$ cat src/hw/bad_defines.svh
// Register offsets, field positions, reset values and cycle costs of the byte add datapath
`ifndef BAD_DEFINES_SVH
`define BAD_DEFINES_SVH

`define BAD_OFF_CTRL 8'h00
`define BAD_OFF_OPERAND 8'h04
`define BAD_OFF_ACC_EXT 8'h08
`define BAD_OFF_ACC_MID 8'h0c
`define BAD_OFF_ACC_LOW 8'h10
`define BAD_OFF_SR 8'h14
`define BAD_OFF_OMR 8'h18
`define BAD_OFF_DREG 8'h1c
`define BAD_OFF_X0 8'h20
`define BAD_OFF_Y0 8'h24
`define BAD_OFF_PTR1 8'h28
`define BAD_OFF_PTR2 8'h2c
`define BAD_OFF_STATUS 8'h30

`define BAD_CTRL_DEST16 2
`define BAD_CTRL_SRCY 3
`define BAD_OMR_CLIP 0
`define BAD_OMR_RAMCODE 1
`define BAD_ST_BUSY 0
`define BAD_ST_REJECT 1
`define BAD_ST_CYC_LSB 2

`define BAD_SR_C 0
`define BAD_SR_V 1
`define BAD_SR_Z 2
`define BAD_SR_N 3
`define BAD_SR_U 4
`define BAD_SR_E 5
`define BAD_SR_L 6

`define BAD_SR_RST 16'h0000
`define BAD_OMR_RST 2'h0
`define BAD_WORD_RST 16'h0000
`define BAD_EXT_RST 4'h0

`define BAD_DUAL_CYCLES 2'h1
`define BAD_BYTE_CYCLES 2'h2
`define BAD_BYTE_WORDS 2'h2

`endif

$ cat src/hw/bad_pkg.sv
// Types and sign extension helpers of the byte add datapath
`default_nettype none
package bad_pkg;
   typedef enum logic [1:0] {
      BAD_OP_NONE = 2'h0,
      BAD_OP_DUAL = 2'h1,
      BAD_OP_IMM = 2'h2,
      BAD_OP_MEM = 2'h3
   } bad_op_t;

   typedef enum logic [1:0] {
      BAD_S_IDLE = 2'h0,
      BAD_S_FETCH = 2'h1,
      BAD_S_EXEC = 2'h3
   } bad_state_t;

   function automatic logic [19:0] bad_sext16(input logic [15:0] v);
      bad_sext16 = {{4{v[15]}}, v};
   endfunction : bad_sext16

   function automatic logic [19:0] bad_sext9(input logic [8:0] v);
      bad_sext9 = {{11{v[8]}}, v};
   endfunction : bad_sext9

   function automatic logic [19:0] bad_sext8(input logic [7:0] v);
      bad_sext8 = {{12{v[7]}}, v};
   endfunction : bad_sext8
endpackage : bad_pkg
`default_nettype wire

$ cat src/hw/bad_byte_alu.sv
// 20-bit adder with byte condition flags
`timescale 1ns/1ps
`default_nettype none
`include "bad_defines.svh"
module bad_byte_alu (
   input wire logic [19:0] dest_val,
   input wire logic [19:0] opnd_val,
   output logic [19:0] sum,
   output logic [5:0] flags
);
   import bad_pkg::*;
   logic [8:0] low_sum;
   logic ext_used;

   always_comb begin
      sum = dest_val + opnd_val;
      low_sum = {1'b0, dest_val[7:0]} + {1'b0, opnd_val[7:0]};
      // Extension in use when bits 19..15 are not all copies of the sign
      ext_used = !((&sum[19:15]) || (~|sum[19:15]));
      flags = 6'h00;
      flags[`BAD_SR_C] = low_sum[8];
      flags[`BAD_SR_V] = (dest_val[7] == opnd_val[7]) && (sum[7] != dest_val[7]);
      flags[`BAD_SR_Z] = (sum[7:0] == 8'h00);
      flags[`BAD_SR_N] = sum[7];
      flags[`BAD_SR_U] = ~(sum[15] ^ sum[14]);
      flags[`BAD_SR_E] = ext_used;
   end
endmodule : bad_byte_alu
`default_nettype wire

$ cat src/hw/bad_word_alu.sv
// 36-bit register add with optional limiting and full flags
`timescale 1ns/1ps
`default_nettype none
`include "bad_defines.svh"
module bad_word_alu (
   input wire logic [35:0] acc_val,
   input wire logic [15:0] src_val,
   input wire logic clip,
   output logic [35:0] result,
   output logic [6:0] flags
);
   import bad_pkg::*;
   logic [35:0] opnd;
   logic [36:0] wide;
   logic [35:0] raw;
   logic ext_used;

   always_comb begin
      opnd = {bad_sext16(src_val), 16'h0000};
      wide = {1'b0, acc_val} + {1'b0, opnd};
      raw = wide[35:0];
      ext_used = !((&raw[35:31]) || (~|raw[35:31]));
      result = raw;
      if (clip && ext_used) begin
         result = raw[35] ? 36'hf_8000_0000 : 36'h0_7fff_ffff;
      end
      flags = 7'h00;
      flags[`BAD_SR_C] = wide[36];
      flags[`BAD_SR_V] = (acc_val[35] == opnd[35]) && (raw[35] != acc_val[35]);
      flags[`BAD_SR_Z] = (result == 36'h0_0000_0000);
      flags[`BAD_SR_N] = result[35];
      flags[`BAD_SR_U] = ~(result[31] ^ result[30]);
      flags[`BAD_SR_E] = !((&result[35:31]) || (~|result[35:31]));
      flags[`BAD_SR_L] = clip && ext_used;
   end
endmodule : bad_word_alu
`default_nettype wire

$ cat src/hw/bad_datapath.sv
// Byte add datapath top: register file, sequencer and memory read ports
//
// Local design decisions: the Avalon-MM slave port and the register addresses.
`timescale 1ns/1ps
`default_nettype none
`include "bad_defines.svh"
module bad_datapath (
   input wire logic core_clk,
   input wire logic reset,
   input wire logic [7:0] avs_address,
   input wire logic avs_read,
   input wire logic avs_write,
   input wire logic [31:0] avs_writedata,
   output logic [31:0] avs_readdata,
   output logic avs_waitrequest,
   output logic [15:0] dmem_a_addr,
   output logic dmem_a_rd,
   input wire logic [15:0] dmem_a_rdata,
   output logic [15:0] dmem_b_addr,
   output logic dmem_b_rd,
   input wire logic [15:0] dmem_b_rdata
);
   import bad_pkg::*;

   // Bus slave state
   logic ack_q, ack_d;
   logic [31:0] rdata_q, rdata_d;
   logic wr_en;
   logic busy;

   // Datapath state
   bad_state_t state_q, state_d;
   bad_op_t op_q, op_d;
   logic [3:0] ctrl_q, ctrl_d;
   logic [15:0] operand_q, operand_d;
   logic [3:0] ext_q, ext_d;
   logic [15:0] mid_q, mid_d;
   logic [15:0] low_q, low_d;
   logic [15:0] sr_q, sr_d;
   logic [1:0] omr_q, omr_d;
   logic [15:0] dreg_q, dreg_d;
   logic [15:0] x0_q, x0_d;
   logic [15:0] y0_q, y0_d;
   logic [15:0] ptr1_q, ptr1_d;
   logic [15:0] ptr2_q, ptr2_d;
   logic reject_q, reject_d;
   logic [1:0] cyc_q, cyc_d;
   logic [1:0] last_cyc_q, last_cyc_d;
   logic load_pend_q, load_pend_d;
   logic [15:0] a_addr_q, a_addr_d;
   logic [15:0] b_addr_q, b_addr_d;
   logic a_rd_q, a_rd_d;
   logic b_rd_q, b_rd_d;

   // Operand selection and ALU wires
   logic [7:0] mem_byte;
   logic [19:0] byte_dest;
   logic [19:0] byte_opnd;
   logic [19:0] byte_sum;
   logic [5:0] byte_flags;
   logic [35:0] word_res;
   logic [6:0] word_flags;
   logic [15:0] word_src;
   bad_op_t new_op;

   function automatic logic [31:0] read_mux(input logic [7:0] addr);
      case (addr)
         `BAD_OFF_CTRL: read_mux = {28'h0, ctrl_q};
         `BAD_OFF_OPERAND: read_mux = {16'h0, operand_q};
         `BAD_OFF_ACC_EXT: read_mux = {28'h0, ext_q};
         `BAD_OFF_ACC_MID: read_mux = {16'h0, mid_q};
         `BAD_OFF_ACC_LOW: read_mux = {16'h0, low_q};
         `BAD_OFF_SR: read_mux = {16'h0, sr_q};
         `BAD_OFF_OMR: read_mux = {30'h0, omr_q};
         `BAD_OFF_DREG: read_mux = {16'h0, dreg_q};
         `BAD_OFF_X0: read_mux = {16'h0, x0_q};
         `BAD_OFF_Y0: read_mux = {16'h0, y0_q};
         `BAD_OFF_PTR1: read_mux = {16'h0, ptr1_q};
         `BAD_OFF_PTR2: read_mux = {16'h0, ptr2_q};
         `BAD_OFF_STATUS: read_mux = {28'h0, last_cyc_q, reject_q, busy};
         default: read_mux = 32'h0000_0000;
      endcase
   endfunction : read_mux

   // Bus slave: one wait cycle, held off while an operation runs
   always_comb begin
      busy = (state_q != BAD_S_IDLE) || load_pend_q;
      ack_d = (avs_read || avs_write) && !ack_q && !busy;
      rdata_d = ack_d ? read_mux(avs_address) : rdata_q;
      wr_en = avs_write && ack_q;
      avs_waitrequest = !ack_q;
      avs_readdata = rdata_q;
   end

   always_ff @(posedge core_clk) begin
      if (reset) begin
         ack_q <= 1'b0;
         rdata_q <= 32'h0000_0000;
      end else begin
         ack_q <= ack_d;
         rdata_q <= rdata_d;
      end
   end

   bad_byte_alu u_byte_alu (
      .dest_val(byte_dest),
      .opnd_val(byte_opnd),
      .sum(byte_sum),
      .flags(byte_flags)
   );

   bad_word_alu u_word_alu (
      .acc_val({ext_q, mid_q, low_q}),
      .src_val(word_src),
      .clip(omr_q[`BAD_OMR_CLIP]),
      .result(word_res),
      .flags(word_flags)
   );

   always_comb begin
      mem_byte = operand_q[0] ? dmem_a_rdata[15:8] : dmem_a_rdata[7:0];
      byte_opnd = (op_q == BAD_OP_MEM) ? bad_sext8(mem_byte) : bad_sext9(operand_q[8:0]);
      byte_dest = ctrl_q[`BAD_CTRL_DEST16] ? bad_sext16(dreg_q) : {ext_q, mid_q};
      word_src = ctrl_q[`BAD_CTRL_SRCY] ? y0_q : x0_q;
      new_op = bad_op_t'(avs_writedata[1:0]);
   end

   // Sequencer and register file
   always_comb begin
      state_d = state_q;
      op_d = op_q;
      ctrl_d = ctrl_q;
      operand_d = operand_q;
      ext_d = ext_q;
      mid_d = mid_q;
      low_d = low_q;
      sr_d = sr_q;
      omr_d = omr_q;
      dreg_d = dreg_q;
      x0_d = x0_q;
      y0_d = y0_q;
      ptr1_d = ptr1_q;
      ptr2_d = ptr2_q;
      reject_d = reject_q;
      cyc_d = cyc_q;
      last_cyc_d = last_cyc_q;
      load_pend_d = 1'b0;
      a_addr_d = a_addr_q;
      b_addr_d = b_addr_q;
      a_rd_d = 1'b0;
      b_rd_d = 1'b0;

      // Parallel reads land one cycle after the add
      if (load_pend_q) begin
         y0_d = dmem_a_rdata;
         x0_d = dmem_b_rdata;
      end

      if (wr_en) begin
         case (avs_address)
            `BAD_OFF_OPERAND: operand_d = avs_writedata[15:0];
            `BAD_OFF_ACC_EXT: ext_d = avs_writedata[3:0];
            `BAD_OFF_ACC_MID: mid_d = avs_writedata[15:0];
            `BAD_OFF_ACC_LOW: low_d = avs_writedata[15:0];
            `BAD_OFF_SR: sr_d = avs_writedata[15:0];
            `BAD_OFF_OMR: omr_d = avs_writedata[1:0];
            `BAD_OFF_DREG: dreg_d = avs_writedata[15:0];
            `BAD_OFF_X0: x0_d = avs_writedata[15:0];
            `BAD_OFF_Y0: y0_d = avs_writedata[15:0];
            `BAD_OFF_PTR1: ptr1_d = avs_writedata[15:0];
            `BAD_OFF_PTR2: ptr2_d = avs_writedata[15:0];
            `BAD_OFF_STATUS: begin
               if (avs_writedata[`BAD_ST_REJECT]) begin
                  reject_d = 1'b0;
               end
            end
            default: ;
         endcase
      end

      case (state_q)
         BAD_S_IDLE: begin
            if (wr_en && (avs_address == `BAD_OFF_CTRL) && (new_op != BAD_OP_NONE)) begin
               ctrl_d = avs_writedata[3:0];
               op_d = new_op;
               cyc_d = 2'h1;
               if (new_op == BAD_OP_DUAL) begin
                  if (omr_q[`BAD_OMR_RAMCODE]) begin
                     reject_d = 1'b1;
                  end else begin
                     a_addr_d = ptr1_q;
                     b_addr_d = ptr2_q;
                     a_rd_d = 1'b1;
                     b_rd_d = 1'b1;
                     ptr1_d = ptr1_q + 16'h0001;
                     ptr2_d = ptr2_q + 16'h0001;
                     state_d = BAD_S_EXEC;
                  end
               end else begin
                  if (new_op == BAD_OP_MEM) begin
                     a_addr_d = {1'b0, operand_q[15:1]};
                     a_rd_d = 1'b1;
                  end
                  state_d = BAD_S_FETCH;
               end
            end
         end
         BAD_S_FETCH: begin
            cyc_d = cyc_q + 2'h1;
            state_d = BAD_S_EXEC;
         end
         BAD_S_EXEC: begin
            state_d = BAD_S_IDLE;
            last_cyc_d = cyc_q;
            if (op_q == BAD_OP_DUAL) begin
               ext_d = word_res[35:32];
               mid_d = word_res[31:16];
               low_d = word_res[15:0];
               sr_d[5:0] = word_flags[5:0];
               sr_d[`BAD_SR_L] = sr_q[`BAD_SR_L] || word_flags[`BAD_SR_L]
                  || word_flags[`BAD_SR_V];
               load_pend_d = 1'b1;
            end else begin
               // No limiting path on byte adds
               if (ctrl_q[`BAD_CTRL_DEST16]) begin
                  dreg_d = byte_sum[15:0];
               end else begin
                  ext_d = byte_sum[19:16];
                  mid_d = byte_sum[15:0];
               end
               sr_d = {sr_q[15:6], byte_flags};
            end
         end
         default: state_d = BAD_S_IDLE;
      endcase
   end

   always_ff @(posedge core_clk) begin
      if (reset) begin
         state_q <= BAD_S_IDLE;
         op_q <= BAD_OP_NONE;
         ctrl_q <= 4'h0;
         operand_q <= `BAD_WORD_RST;
         ext_q <= `BAD_EXT_RST;
         mid_q <= `BAD_WORD_RST;
         low_q <= `BAD_WORD_RST;
         sr_q <= `BAD_SR_RST;
         omr_q <= `BAD_OMR_RST;
         dreg_q <= `BAD_WORD_RST;
         x0_q <= `BAD_WORD_RST;
         y0_q <= `BAD_WORD_RST;
         ptr1_q <= `BAD_WORD_RST;
         ptr2_q <= `BAD_WORD_RST;
         reject_q <= 1'b0;
         cyc_q <= 2'h0;
         last_cyc_q <= 2'h0;
         load_pend_q <= 1'b0;
         a_addr_q <= `BAD_WORD_RST;
         b_addr_q <= `BAD_WORD_RST;
         a_rd_q <= 1'b0;
         b_rd_q <= 1'b0;
      end else begin
         state_q <= state_d;
         op_q <= op_d;
         ctrl_q <= ctrl_d;
         operand_q <= operand_d;
         ext_q <= ext_d;
         mid_q <= mid_d;
         low_q <= low_d;
         sr_q <= sr_d;
         omr_q <= omr_d;
         dreg_q <= dreg_d;
         x0_q <= x0_d;
         y0_q <= y0_d;
         ptr1_q <= ptr1_d;
         ptr2_q <= ptr2_d;
         reject_q <= reject_d;
         cyc_q <= cyc_d;
         last_cyc_q <= last_cyc_d;
         load_pend_q <= load_pend_d;
         a_addr_q <= a_addr_d;
         b_addr_q <= b_addr_d;
         a_rd_q <= a_rd_d;
         b_rd_q <= b_rd_d;
      end
   end

   always_comb begin
      dmem_a_addr = a_addr_q;
      dmem_a_rd = a_rd_q;
      dmem_b_addr = b_addr_q;
      dmem_b_rd = b_rd_q;
   end
endmodule : bad_datapath
`default_nettype wire

$ cat config.mk
export PLATFORM = sky130hd
export DESIGN_NAME = bad_datapath
export DESIGN_NICKNAME = d
export VERILOG_FILES = /design/src/hw/bad_pkg.sv /design/src/hw/bad_byte_alu.sv /design/src/hw/bad_word_alu.sv /design/src/hw/bad_datapath.sv
export VERILOG_INCLUDE_DIRS = /design/src /design/src/hw
export SDC_FILE = /design/constraint.sdc
export NUM_CORES = 1
export LEC_CHECK = 0
export BUFFER_PORTS_ARGS = -buffer_cell sky130_fd_sc_hd__buf_2
export CAP_MARGIN = 20
export CORE_UTILIZATION = 51
export CTS_BUF_LIST = sky130_fd_sc_hd__clkbuf_4 sky130_fd_sc_hd__clkbuf_8
export DETAILED_ROUTE_END_ITERATION = 8
export PLACE_DENSITY = 0.72
export SYNTH_ARGS = -nofsm -noshare
export SYNTH_HDL_FRONTEND = slang
export SYNTH_SLANG_ARGS = --single-unit
$ cat constraint.sdc
create_clock -name core_clk -period 7.75 [get_ports core_clk]
set_clock_uncertainty 0.1 [all_clocks]
set_input_delay 0 -clock core_clk [delete_from_list [all_inputs] [get_ports core_clk]]
set_output_delay 0 -clock core_clk [all_outputs]
set_load 0.02 [all_outputs]
## Yosys cells after proc, flatten, opt, wreduce, memory -nomap -nowiden

Index checks and enable logic that the tools add are counted.

| word-level totals | value |
|---|---|
| output and inout bits | 67 |
| input port bits | 76 |
| word-level logic and storage cells | 187 |
| register bits after elaboration | 231 |

| cells by class | value |
|---|---|
| $add $sub $neg | 6 |
| eq/ne operators | 26 |
| muxes and demuxes | 69 |
| reduce and logical (&&, ||, !) cells | 51 |
| bitwise gates (word level) | 9 |

Operators with widths:

| kind | number |
|---|---|
| 2-to-1 mux 16 bit | 39 |
| one-hot mux 16 bit (13 select lines) | 1 |
| 2-to-1 mux 36 bit | 2 |
| == test 8 x 6 -> 1 bit (second input constant) | 5 |
| 2-to-1 mux 20 bit | 2 |
| adder 36 x 36 -> 37 bit | 1 |
| zero test 36 bit | 1 |
| adder 16 x 1 -> 16 bit (second input constant) | 2 |
| == test 8 x 5 -> 1 bit (second input constant) | 4 |
| adder 20 bit | 1 |
| 2-to-1 mux 4 bit | 5 |
| == test 8 x 4 -> 1 bit (second input constant) | 2 |
| zero test 8 bit | 2 |
| AND reduction 5 bit | 3 |
| OR reduction 5 bit | 3 |
| AND reduction 2 bit | 6 |
| nonzero test 2 bit | 6 |
| 2-to-1 mux 1 bit | 11 |
| adder 8 x 8 -> 9 bit | 1 |
| 2-to-1 mux 9 bit | 1 |
| == test 8 x 3 -> 1 bit (second input constant) | 1 |
| logical AND 1 bit | 8 |
| zero test 1 bit | 8 |
| 2-to-1 mux 2 bit | 4 |
| other kinds (19) | 42 |

## Logic depth before layout (Yosys ltp)

Gate-level depths: netlist of run 1.

| depth | value |
|---|---|
| word-level depth | 14 |
| mapped depth | 22 |
| depth with buffers taken out | 20 |

## Modules after synthesis

A second synthesis of run 1 with hierarchy kept.

| second synthesis, totals | value |
|---|---|
| cells, all modules | 1784 |
| area total of the unflattened synthesis | 14303.7 um^2 |

Modules (own cells, without submodules):

| module | seq. area each (um^2) | cells each | area each (um^2) | times used |
|---|---|---|---|---|
| bad_datapath | 4264.1 | 1393 | 11588.6 | 1 |
| bad_word_alu | 0.0 | 232 | 1592.8 | 1 |
| bad_byte_alu | 0.0 | 159 | 1122.3 | 1 |

## Worst setup path after synthesis of run 1

OpenSTA, ideal clock, no wires.

| timing | value |
|---|---|
| path kind | reg2reg |
| start | register ctrl_q[3] |
| end | register sr_q[2] |
| data required time | 7.566 ns |
| arrival | 5.298 ns |
| setup slack | 2.268 ns |
| cell stages (with the launch flop) | 23 |
| period minus slack after synthesis | 5.482 ns |
| library setup time | 0.084 ns |
| buffers on the path | 4 |
| cells stage by stage | dfxtp_1 clkbuf_1 clkbuf_1 mux2_2 ha_1 clkbuf_1 a21oi_2 nand2_1 nor3_1 nor3_1 o22ai_1 xor2_1 nor4_2 clkbuf_1 o21bai_1 nand2_1 ha_1 nand3_1 or4_1 or4_1 nor4_2 o221ai_1 o31ai_2 |

| between the ends | value |
|---|---|
| word-level cells in the longest chain between the ends | 11 |
| elaborated cells on any way between the ends | 13 |
| classes of those cells | add/sub (1); mux (5); reduce/logical (7) |

Ends and longest elaborated chain:

| what | line | source |
|---|---|---|
| start, declared | bad_datapath.sv:34 | `logic [3:0] ctrl_q, ctrl_d;` |
| start signal, assigned | bad_datapath.sv:265 | `ctrl_q <= ctrl_d;` |
| 2-to-1 mux 16 bit (*) | bad_datapath.sv:124 | `` word_src = ctrl_q[`BAD_CTRL_SRCY] ? y0_q : x0_q; `` |
| adder 36 x 36 -> 37 bit (*) | bad_word_alu.sv:20 | `wide = {1'b0, acc_val} + {1'b0, opnd};` |
| OR reduction 5 bit | bad_word_alu.sv:22 | `ext_used = !((&raw[35:31]) \|\| (~\|raw[35:31]));` |
| zero test 1 bit | bad_word_alu.sv:22 |  |
| logical OR 1 bit | bad_word_alu.sv:22 |  |
| zero test 1 bit | bad_word_alu.sv:22 |  |
| logical AND 1 bit | bad_word_alu.sv:24 | `if (clip && ext_used) begin` |
| 2-to-1 mux 36 bit (*) | bad_word_alu.sv:24 |  |
| zero test 36 bit (*) | bad_word_alu.sv:30 | `` flags[`BAD_SR_Z] = (result == 36'h0_0000_0000); `` |
| 2-to-1 mux 7 bit (*) | bad_datapath.sv:215 | `if (op_q == BAD_OP_DUAL) begin` |
| 2-to-1 mux 16 bit (*) | bad_datapath.sv:181 | `case (state_q)` |
| end signal, assigned | bad_datapath.sv:247 | `` sr_q <= `BAD_SR_RST; `` |
| end signal, assigned | bad_datapath.sv:270 | `sr_q <= sr_d;` |
| end, declared | bad_datapath.sv:39 | `logic [15:0] sr_q, sr_d;` |

Mark *: on every way between the ends. The rest lies on a longest branch, timed or not. The select of a mux whose other input is x is not followed.
A chain may end at the register's enable or synchronous reset.

## Final worst setup path of run 1

Ends and elaborated chain as after synthesis.

==> metrics.log, run 1 <==
[metrics] deepest clock path buffer count: 3
[metrics] worst hold path startpoint: avs_address[5]
[metrics] area overhead of the layout relative to synthesis: 18.6%
[metrics] CORE AREA: 0.0253 mm2
[metrics] filler-free cell count of the finished design: 2,188
[metrics] Most used DFF post-synth: dfxtp_1
[metrics] Slowest-stage cell, CP: dfxtp_1
[metrics] TritonCTS clock tree: done
[metrics] part of the Yosys area used for sequential elements: 32.2%
[metrics] Arrival @ worst endpoint: 6450 ps
[metrics] number of global-route vias before repair: 13,200
[metrics] count of final max-slew check failures: 0
[metrics] Routed met1 length: 20.3 mm
[metrics] number of warnings reported in the yosys synthesis log: 0
[metrics] clock sink count: 213
[metrics] post-route fraction of the period consumed by the critical path: 78.6%
[metrics] CTS Buf Count: 39
[metrics] #FFs+latches synth: 213
[metrics] crit path capture type: flip-flop
[metrics] maximum clock frequency: 164 MHz
[metrics] number of primary I/O pins: 143
[metrics] worst reg2reg path endpoint: sr_q[2]$_SDFFE_PP0P_
[metrics] max-cap viol count: 0
[metrics] setup slack after layout: 1660 ps
[metrics] DRC violation count after routing: 0
[metrics] number of vias in the routed layout: 14,500
[metrics] result of the run: finished clean
[metrics] number of levels the H-tree was split into: 2
[metrics] Worst Hold Path EP: state_q[0]$_SDFFE_PP0P_
[metrics] wire length of the first global-routing pass: 78.0 mm
[metrics] Die W: 163 um
[metrics] power density over the cells: 159 mW/mm2
[metrics] Fin Setup TNS: 0 ps
[metrics] post-cts repair resize count: 0
[metrics] layout cell share with drive strength beyond 1: 13.9%
[metrics] worst reg2reg setup slack: 1660 ps
[metrics] standard-cell rows: 58
[metrics] die area: 0.0266 mm2
[metrics] post-detail-place hpwl: 35.5 mm
[metrics] Slew @ Worst Pin: 1180 ps
[metrics] Setup crit start kind: flip-flop
[metrics] Period minus WS final: 6090 ps
[metrics] routed via count divided by cell count: 6.61
[metrics] clk slew on worst S/H paths: 60 ps
[metrics] Final ANT Viol Nets: 0
[metrics] detailed-routing iteration count for the pre-antenna-repair pass: 8
[metrics] Max VDD drop: 0.000140 V
[metrics] iteration-0 DRC count of the detailed router: 2,173
[metrics] worst setup slack after placement: 1780 ps
[metrics] number of setup violations in the final report: 0
[metrics] clock latency on the worst-skew pair: 560 ps
[metrics] relative max-transition margin: 20.6%
[metrics] CP cell instances: mux2i_1 -> inv_1 -> ha_1 -> a211oi_1 -> o211ai_1 -> a21boi_1 -> nor2_1 -> o22ai_1 -> xnor2_1 -> o31ai_2 -> buf_4 -> o21bai_1 -> nand2_1 -> ha_1 -> nand3_1 -> or4_1 -> or4_1 -> nor4_2 -> o221ai_1 -> o31ai_2
[metrics] wire length on met2: 22.2 mm
[metrics] average routed wire per standard cell: 23.9 um
[metrics] Overall Global Routing Usage: 38.5%
[metrics] largest net degree at the start of global routing: 104
[metrics] Total Routed Length: 52.3 mm
[metrics] classification of the worst setup path: flip-flop to flip-flop
[metrics] number of buffer cells added on primary ports: 110
[metrics] Leakage: 6.27 nW
[metrics] buffer type at the clock tree root: clkbuf_8
[metrics] count of cells along the worst hold path: 5
[metrics] unrepaired setup endpoints after global routing: no
[metrics] mapped cell area: 0.0132 mm2
[metrics] Die Y: 163 um
[metrics] amount of wire on met3 after detailed routing: 6.00 mm
[metrics] Yosys cell types: 76
[metrics] Critical R2R Launch: ctrl_q[3]$_SDFFE_PP0P_
[metrics] Synth async-reset ratio: 0%
[metrics] gpl congestion: 1.03
[metrics] diodes inserted: 0
[metrics] mean instance size in the synthesized netlist: 7.84 um2
[metrics] Post-Syn Instances: 1,690
[metrics] top routing layer in use: met4
[metrics] number of antenna violations at the first check in global routing: 1
[metrics] count of flip-flops with a built-in enable after synthesis: 0
[metrics] aggregate global routing overflow: 0
[metrics] data required time of the critical path: 8100 ps
[metrics] total number of nets in the final design: 1,950
[metrics] hold crit path type: primary input to flip-flop
[metrics] CP Max Fanout: 18
[metrics] FF-to-FF path depth: 20
[metrics] slowest stage delay, CP: 910 ps
[metrics] count of final hold-check violations: 0
[metrics] WHS: 91.6 ps
[metrics] instance count after placement with tap cells included: 2,017
[metrics] effective utilization at floorplan: 52.3%
## worst max-delay path: cells and delay by family (launching register included)
family / cells / cell delay (ps)
buffers and inverters: 2 / 320
flip-flops: 1 / 910
AO/OA/AOI/OAI: 8 / 2080
AND/OR/NAND/NOR: 6 / 1390
adder cells (fa/ha/maj): 2 / 470
XOR/XNOR: 1 / 360
multiplexers: 1 / 380
## what timing repair did
item	in CTS	in global routing
hold buffers	99	0
setup buffers	0	0
setup endpoints to repair	0	0
hold endpoints to repair	158	0
## routing by layer
layer	vias up	global-route usage (%)
met2	930	57.8
met1	6835	49.7
li1	6460	-
met4	0	24.3
met5	-	0
met3	240	8.68
## cells by family after synthesis
kind of cell	count (synthesis)	synth area share (%)
xor+xnor	40	2.64
simple gates	616	21.2
buf+inv	179	5.64
other cells	1	0.0283
mux	100	7.91
compound gates	497	26.2
flops	213	32.2
fa+ha+maj	44	4.27
## report_power, final
part	switching, mW	internal [mW]
Clock	0.504	0.714
Sequential	0.00489	1.10
Combinational	0.112	0.0544
Total	0.621	1.87
## flip-flops by register name, indices dropped and copies added (netlist names), 2 cells and up
name and flops:
ptr1_q 16, ptr2_q 16, dmem_b_addr 16, dmem_a_addr 16, cyc_q 2, ctrl_q 3, dreg_q 16, last_cyc_q 2
x0_q 16, omr_q 2, ext_q 4, avs_readdata 16, state_q 2, y0_q 16, mid_q 16, low_q 16
sr_q 16, operand_q 16
## placed cells by master (no fill, tap or decap), drive strengths merged, types with 8 or more instances in the layout
cell,count
mux2i,63
dlygate4sd3,99
a31oi,9
buf,135
xor2,17
nor4,10
ha,42
nand3,35
a311oi,30
o311a,17
a221oi,50
a21oi,127
clkbuf,60
dfxtp,213
xnor2,23
mux2,37
inv,30
nand2b,24
nor3,41
o21a,11
and2,12
nand2,200
a22oi,14
o21bai,8
nor3b,16
o21ai,78
conb,16
and3,29
o22ai,9
a222oi,16
nor2,214
a22o,16
a21o,12
a211oi,58
## how the worst max path moves through the flow
stage | from | endpoint
finish | ctrl_q[3]$_SDFFE_PP0P_ | sr_q[2]$_SDFFE_PP0P_
CTS | ctrl_q[3]$_SDFFE_PP0P_ | sr_q[2]$_SDFFE_PP0P_
global route | ctrl_q[3]$_SDFFE_PP0P_ | sr_q[2]$_SDFFE_PP0P_
floorplan | ctrl_q[3]$_SDFFE_PP0P_ | sr_q[2]$_SDFFE_PP0P_
global placement | ctrl_q[3]$_SDFFE_PP0P_ | sr_q[2]$_SDFFE_PP0P_
detailed placement | ctrl_q[3]$_SDFFE_PP0P_ | sr_q[2]$_SDFFE_PP0P_
## cells in the mapped netlist (10+ instances only)
library cell	instances	area share [%]
ha_1	42	4.0
o311a_1	17	1.3
nand3_1	35	1.3
xnor2_1	23	1.5
mux2i_1	63	4.8
a21oi_1	126	4.8
xor2_1	17	1.1
clkbuf_1	122	3.5
a222oi_1	16	1.2
dfxtp_1	213	32
o21ai_0	59	2.2
o21ai_1	19	0.72
o21a_1	11	0.62
buf_4	16	0.91
and2_1	10	0.47
a22o_1	16	1.1
inv_1	29	0.82
a211oi_1	56	3.2
nor3b_1	16	0.91
a22oi_1	14	0.79
a221oi_1	50	3.3
nor3_1	40	1.5
nand2_1	200	5.7
a311oi_1	30	2.0
a21o_1	12	0.68
nand2b_1	24	1.1
and3_1	29	1.4
nor2_1	213	6.0
mux2_2	37	3.1
## layout make-up
class / instances / area [um2]
fillers: 2254 / 9620
multi-input cells: 1313 / 8300
flip-flops and latches: 213 / 4270
repair buffers: 234 / 1750
clock buffers: 60 / 744
well taps: 330 / 413
clock inverters: 9 / 129
inverters: 29 / 109
## per-stage QoR
stage / power [mW] / util [%] / instance area [um2]
floorplan: 1.21 / - / 13300
CTS: 2.48 / 61.9 / 15700
finish: 2.49 / 62.0 / 15700
global route: 2.55 / 62.0 / 15700
detailed placement: 1.26 / 54.5 / 13800
global placement: 1.26 / 54.5 / 13800
No activity file was read; power rests on OpenSTA's default activity.
==> inputs of run 2 (changes only) <==
==> constraint.sdc (replaced) <==
create_clock -name core_clk -period 6.3 [get_ports core_clk]
set_clock_uncertainty 0.1 [all_clocks]
set_input_delay 0 -clock core_clk [delete_from_list [all_inputs] [get_ports core_clk]]
set_output_delay 0 -clock core_clk [all_outputs]
set_load 0.02 [all_outputs]
==> run 2 against run 1 <==
Combinational power grew 20%. Critical path depth unchanged. Clock power up 9%. Critical endpoint unchanged.
==> metrics.log, run 2 (synthesis gave the netlist of run 1 again) <==
[metrics] classification of the worst setup path: flip-flop to flip-flop
[metrics] area overhead of the layout relative to synthesis: 17.7%
[metrics] post-cts repair resize count: 0 (unchanged)
[metrics] effective utilization at floorplan: 52.3% (unchanged)
[metrics] Setup crit start kind: flip-flop
[metrics] iteration-0 DRC count of the detailed router: 2,193 (+0.92%)
[metrics] CP Max Fanout: 15 (-3)
[metrics] Period minus WS final: 5600 ps (-488 ps)
[metrics] TritonCTS clock tree: done
[metrics] slowest stage delay, CP: 640 ps (-270 ps)
[metrics] count of final max-slew check failures: 0 (unchanged)
[metrics] post-route fraction of the period consumed by the critical path: 89.0% (+10 points)
[metrics] maximum clock frequency: 178 MHz (+8.7%)
[metrics] clk slew on worst S/H paths: 60 ps (about the same)
[metrics] GR peak layer: met2
[metrics] die area: 0.0266 mm2 (unchanged)
[metrics] post-detail-place hpwl: 36.6 mm (+3.1%)
[metrics] average routed wire per standard cell: 23.8 um (-0.16%)
[metrics] number of setup violations in the final report: 0 (unchanged)
[metrics] deepest clock path buffer count: 3 (unchanged)
[metrics] wire length of the first global-routing pass: 76.8 mm (-1.5%)
[metrics] number of levels the H-tree was split into: 2 (unchanged)
[metrics] setup slack after layout: 696 ps (-962 ps)
[metrics] filler instances: 2,256 (+0.089%)
[metrics] number of vias in the routed layout: 14,300 (-1.2%)
[metrics] Slew @ Worst Pin: 1180 ps (-5.31 ps)
[metrics] count of cells along the worst hold path: 4 (-1)
[metrics] Worst path top cell family by delay: simple AND/OR/NAND/NOR gates
[metrics] number of antenna violations at the first check in global routing: 3 (+2)
[metrics] unrepaired setup endpoints after global routing: no
[metrics] detailed-routing iteration count for the pre-antenna-repair pass: 7 (-1)
[metrics] gpl congestion: 1.02 (-1.0%)
[metrics] number of primary I/O pins: 143 (unchanged)
[metrics] Final ANT Viol Nets: 0 (unchanged)
[metrics] DRC violation count after routing: 0 (unchanged)
[metrics] clock sink count: 213 (unchanged)
[metrics] CP Depth: 20 (unchanged)
[metrics] Arrival @ worst endpoint: 5950 ps (-500 ps)
[metrics] aggregate global routing overflow: 0 (unchanged)
[metrics] CP cell instances: buf_4 -> mux2_2 -> ha_1 -> a211oi_1 -> o211ai_1 -> a21boi_1 -> nor2_1 -> o22ai_1 -> xor2_1 -> nor4_2 -> buf_4 -> o21bai_1 -> nand2_1 -> ha_1 -> nand3_1 -> or4_1 -> or4_1 -> nor4_2 -> o221ai_1 -> o31ai_2
[metrics] relative max-transition margin: 21.4% (+0.78 points)
[metrics] routed via count divided by cell count: 6.55 (-0.93%)
[metrics] count of final hold-check violations: 0 (unchanged)
[metrics] Slowest-stage cell, CP: dfxtp_1
[metrics] standard-cell rows: 58 (unchanged)
[metrics] crit path capture type: flip-flop
[metrics] power density over the cells: 186 mW/mm2 (+17%)
[metrics] result of the run: finished clean
[metrics] Fin Setup TNS: 0 ps (unchanged)
[metrics] Leakage: 6.21 nW (-0.95%)
[metrics] Overall Global Routing Usage: 38.4% (-0.13 points)
[metrics] Die Y: 163 um (unchanged)
[metrics] Total Routed Length: 52.0 mm (-0.44%)
[metrics] global-route track usage on met2: 59.0% (+1.3 points)
[metrics] Max VDD drop: 0.000166 V (+18%)
[metrics] number of buffer cells added on primary ports: 110 (unchanged)
[metrics] CTS Buf Count: 39 (unchanged)
[metrics] hold crit path type: primary input to flip-flop
[metrics] largest net degree at the start of global routing: 114 (+9.6%)
[metrics] Crit path buffers/inverters: 2 (unchanged)
[metrics] CORE AREA: 0.0253 mm2 (unchanged)
[metrics] buffer type at the clock tree root: clkbuf_8
[metrics] data required time of the critical path: 6650 ps (-1450 ps)
[metrics] met1 demand-to-capacity share in global routing: 49.5% (-0.26 points)
[metrics] most common library cell in the layout ignoring fill and taps: dfxtp_1
[metrics] Die W: 163 um (unchanged)
[metrics] clock latency on the worst-skew pair: 560 ps (about the same)
[metrics] met3 Usage GRT: 8.68% (unchanged)
[metrics] worst setup slack after placement: 811 ps (-967 ps)
[metrics] layout cell share with drive strength beyond 1: 13.7% (-0.22 points)
[metrics] total number of nets in the final design: 1,948 (-0.10%)
[metrics] max-cap viol count: 0 (unchanged)
[metrics] number of global-route vias before repair: 12,900 (-2.2%)
[metrics] FF-to-FF path depth: 20 (unchanged)
[metrics] most frequent cells in the layout: dfxtp_1 (212), nor2_1 (211), nand2_1 (200)
## run 2: cell count changes in the layout (fill, tap and decap cells not counted)
cell	delta
dlygate4sd3_1	-2
bufinv_16	-3
inv_8	-1
inv_6	+1
clkinv_8	+1
clkbuf_8	-2
buf_8	-1
buf_16	+1
clkbuf_4	-1
diode_2	+1
## run 2: stage by stage
stage	hold WS, ps	utilization, %	cells	instance area [um2]	total power [mW]
2_1_floorplan	-15.6	-	1705	13300	1.48
3_3_place_gp	244	54.5	2017	13800	1.55
3_5_place_dp	252	54.6	2018	13800	1.55
4_1_cts	302	61.4	2179	15600	2.88
5_1_grt	333	61.6	2181	15600	2.96
6_report	317	61.6	2182	15600	2.89
## run 2: worst reg2reg max path: cells and delay by family, from the launching register on
kind / cells / cell delay (ps)
adder cells (fa/ha/maj): 2 / 420
XOR/XNOR: 1 / 190
buffers and inverters: 2 / 540
AO/OA/AOI/OAI: 7 / 1620
AND/OR/NAND/NOR: 7 / 1660
flip-flops: 1 / 640
multiplexers: 1 / 360
## run 2: metal layers
metal	part of all wire (%)	vias up
met4	5.9	2
met3	12	198
met2	43	897
li1	-	6450
met5	0.021	-
met1	39	6744
## run 2: path summary, 6_finish.rpt
path                                    start                           to  slack, ps
setup / recovery       ctrl_q[3]$_SDFFE_PP0P_         sr_q[2]$_SDFFE_PP0P_        700
hold / removal              avs_writedata[13]   operand_q[13]$_SDFFE_PP0P_        320
setup reg to reg       ctrl_q[3]$_SDFFE_PP0P_         sr_q[2]$_SDFFE_PP0P_        700
hold reg to reg   dmem_b_addr[8]$_SDFFE_PP0P_  dmem_b_addr[8]$_SDFFE_PP0P_        350
## run 2: power by group
part | internal [mW] | switching (mW) | total (mW) | leakage, nW
Clock | 0.722 | 0.610 | 1.33 | 0.406
Sequential | 1.35 | 0.00590 | 1.36 | 1.72
Combinational | 0.0660 | 0.134 | 0.200 | 4.09
## run 2: final cells by class
| type | instances | area, um2 | share of cell area, % |
|---|---|---|---|
| multi-input combinational | 1313 | 8300 | 53.2 |
| sequential | 213 | 4270 | 27.4 |
| timing repair buffer | 232 | 1740 | 11.2 |
| clock buffer | 57 | 709 | 4.55 |
| tap | 330 | 413 | 2.65 |
| inverter | 29 | 109 | 0.698 |
| clock inverter | 7 | 52.6 | 0.337 |
| antenna | 1 | 2.50 | 0.0160 |
## run 2: repair_timing
| item | 4_1_cts | 5_1_grt |
|---|---|---|
| endpoints found under the hold margin | 140 | 0 |
| hold buffers | 97 | 0 |
| buffers inserted | 0 | 0 |
| endpoints found under the setup margin | 0 | 0 |
==> inputs of run 3 (changes only) <==
--- a/config.mk
+++ b/config.mk
@@ -6,7 +6,7 @@
 export SDC_FILE = /design/constraint.sdc
 export NUM_CORES = 1
 export LEC_CHECK = 0
-export BUFFER_PORTS_ARGS = -buffer_cell sky130_fd_sc_hd__buf_2
+export BUFFER_PORTS_ARGS = -buffer_cell sky130_fd_sc_hd__buf_4
 export CAP_MARGIN = 20
 export CORE_UTILIZATION = 51
 export CTS_BUF_LIST = sky130_fd_sc_hd__clkbuf_4 sky130_fd_sc_hd__clkbuf_8
==> run 3 against run 2 <==
Sequential power about the same. Global-route usage about the same. Die area unchanged. Final cell count decreased by 0.92%. Power increased by 2.1%. Clock-buffer cell count increased by 1. Sequential share of layout area decreased by 0.18 points. Register-to-register slack got worse by 99 ps. Combinational power increased by 7%. Highest routed layer is now met4.
==> metrics.log, run 3 (synthesis gave the netlist of run 1 again) <==
[metrics] result of the run: finished clean
[metrics] max-cap viol count: 0 (unchanged)
[metrics] number of primary I/O pins: 143 (unchanged)
[metrics] buffer type at the clock tree root: clkbuf_8
[metrics] most common library cell in the layout ignoring fill and taps: dfxtp_1
[metrics] CORE AREA: 0.0253 mm2 (unchanged)
[metrics] Overall Global Routing Usage: 38.4% (about the same)
[metrics] layout cell share with drive strength beyond 1: 14.0% (+0.31 points)
[metrics] aggregate global routing overflow: 0 (unchanged)
[metrics] count of cells along the worst hold path: 4 (unchanged)
[metrics] largest net degree at the start of global routing: 128 (+12%)
[metrics] routed via count divided by cell count: 6.55 (about the same)
[metrics] deepest clock path buffer count: 3 (unchanged)
[metrics] clock latency on the worst-skew pair: 560 ps (about the same)
[metrics] wire length of the first global-routing pass: 77.3 mm (+0.58%)
[metrics] DRC violation count after routing: 0 (unchanged)
[metrics] iteration-0 DRC count of the detailed router: 1,898 (-13%)
[metrics] maximum clock frequency: 175 MHz (-1.7%)
[metrics] TritonCTS clock tree: done
[metrics] Period minus WS final: 5700 ps (+98.9 ps)
[metrics] total number of nets in the final design: 1,930 (-0.92%)
[metrics] crit path capture type: flip-flop
[metrics] most frequent cells in the layout: dfxtp_1 (212), nor2_1 (211), nand2_1 (200)
[metrics] Slew @ Worst Pin: 1140 ps (-39.6 ps)
[metrics] count of final max-slew check failures: 0 (unchanged)
[metrics] filler-free cell count of the finished design: 2,162 (-0.92%)
[metrics] Final ANT Viol Nets: 0 (unchanged)
[metrics] standard-cell rows: 58 (unchanged)
[metrics] Die Y: 163 um (unchanged)
[metrics] post-route fraction of the period consumed by the critical path: 90.5% (+1.6 points)
[metrics] area overhead of the layout relative to synthesis: 18.5%
[metrics] Arrival @ worst endpoint: 6060 ps (+110 ps)
[metrics] die area: 0.0266 mm2 (unchanged)
[metrics] detailed-routing iteration count for the pre-antenna-repair pass: 7 (unchanged)
[metrics] post-detail-place hpwl: 36.6 mm (about the same)
[metrics] clk slew on worst S/H paths: 70 ps (about the same)
[metrics] power density over the cells: 188 mW/mm2 (+1.4%)
[metrics] Max VDD drop: 0.000166 V (+0.48%)
[metrics] effective utilization at floorplan: 52.3% (unchanged)
[metrics] data required time of the critical path: 6650 ps (about the same)
[metrics] FF-to-FF path depth: 20 (unchanged)
[metrics] CP Max Fanout: 15 (unchanged)
[metrics] Die W: 163 um (unchanged)
[metrics] average routed wire per standard cell: 24.0 um (+0.78%)
[metrics] gpl congestion: 1.04 (+1.7%)
[metrics] hold crit path type: primary input to flip-flop
[metrics] Setup crit start kind: flip-flop
[metrics] Power, Total: 2.95 mW (+2.1%)
[metrics] relative max-transition margin: 24.0% (+2.6 points)
[metrics] instance count after placement with tap cells included: 2,020 (+0.099%)
[metrics] post-cts repair resize count: 0 (unchanged)
[metrics] classification of the worst setup path: flip-flop to flip-flop
[metrics] clock sink count: 213 (unchanged)
[metrics] CTS Buf Count: 39 (unchanged)
[metrics] number of setup violations in the final report: 0 (unchanged)
[metrics] number of vias in the routed layout: 14,200 (-0.89%)
[metrics] number of global-route vias before repair: 12,900 (-0.13%)
[metrics] number of antenna violations at the first check in global routing: 0 (-3)
[metrics] Total Routed Length: 52.0 mm (-0.14%)
[metrics] number of levels the H-tree was split into: 2 (unchanged)
[metrics] diodes inserted: 0 (-1)
[metrics] number of buffer cells added on primary ports: 110 (unchanged)
[metrics] Leakage: 6.15 nW (-1.1%)
[metrics] unrepaired setup endpoints after global routing: no
[metrics] count of final hold-check violations: 0 (unchanged)
[metrics] post-CTS setup-driven buffer insertion count: 0 (unchanged)
[metrics] Fin Setup TNS: 0 ps (unchanged)
run 3: area by class of cell:
| type | instances | area (um2) |
|---|---|---|
| fill | 2220 | 9630 |
| timing repair buffer | 214 | 1820 |
| tap | 330 | 413 |
| sequential | 213 | 4270 |
| inverter | 29 | 109 |
| multi-input combinational | 1313 | 8300 |
| clock inverter | 5 | 56.3 |
| clock buffer | 58 | 736 |
run 3: per-stage QoR:
step | worst slack [ps] | hold slack, ps | utilization (%) | instance area [um2]
6_report | 597 | 266 | 62.0 | 15700
5_1_grt | 331 | 268 | 62.0 | 15700
4_1_cts | 689 | 239 | 61.8 | 15600
3_5_place_dp | 745 | 264 | 55.7 | 14100
3_3_place_gp | 871 | 254 | 55.7 | 14100
2_1_floorplan | 818 | -15.6 | - | 13300
run 3: path summary, 6_finish.rpt:
check                                                  from                     endpoint  slack, ps
worst max-delay path                 ctrl_q[3]$_SDFFE_PP0P_         sr_q[2]$_SDFFE_PP0P_        600
worst min-delay path                        dmem_a_rdata[8]           y0_q[8]$_SDFF_PP0_        270
worst max register to register       ctrl_q[3]$_SDFFE_PP0P_         sr_q[2]$_SDFFE_PP0P_        600
worst min register to register  dmem_b_addr[5]$_SDFFE_PP0P_  dmem_b_addr[5]$_SDFFE_PP0P_        350
run 3: report_power, final:
group	switching, mW	leakage, nW	internal [mW]	total [mW]
sequential	0.00632	1.72	1.36	1.36
clock	0.594	0.423	0.783	1.38
combinational	0.134	4.01	0.0809	0.215
run 3: what timing repair did:
action                                  4_1_cts  5_1_grt
endpoints found under the hold margin       152        0
hold buffers                                 75        0
endpoints found under the setup margin        0        0
run 3: layer usage:
layer	vias up	routed length, um	GRT usage (%)
met1	6643	20100	49.3
met4	0	3380	21.6
met2	902	22300	58.7
li1	6408	-	-
met5	-	0	0
met3	211	6150	9.14
run 3: critical path, cell delays in order, from the launching register on:
cell,delay (ps)
dfxtp_1,670
buf_4,260
mux2_2,350
ha_1,240
a211oi_1,320
o211ai_1,220
a21boi_1,250
nor2_1,130
o22ai_1,420
xor2_1,180
nor4_2,290
buf_4,260
o21bai_1,120
nand2_1,80
ha_1,170
nand3_1,60
or4_1,490
or4_1,440
nor4_2,160
o221ai_1,170
o31ai_2,190
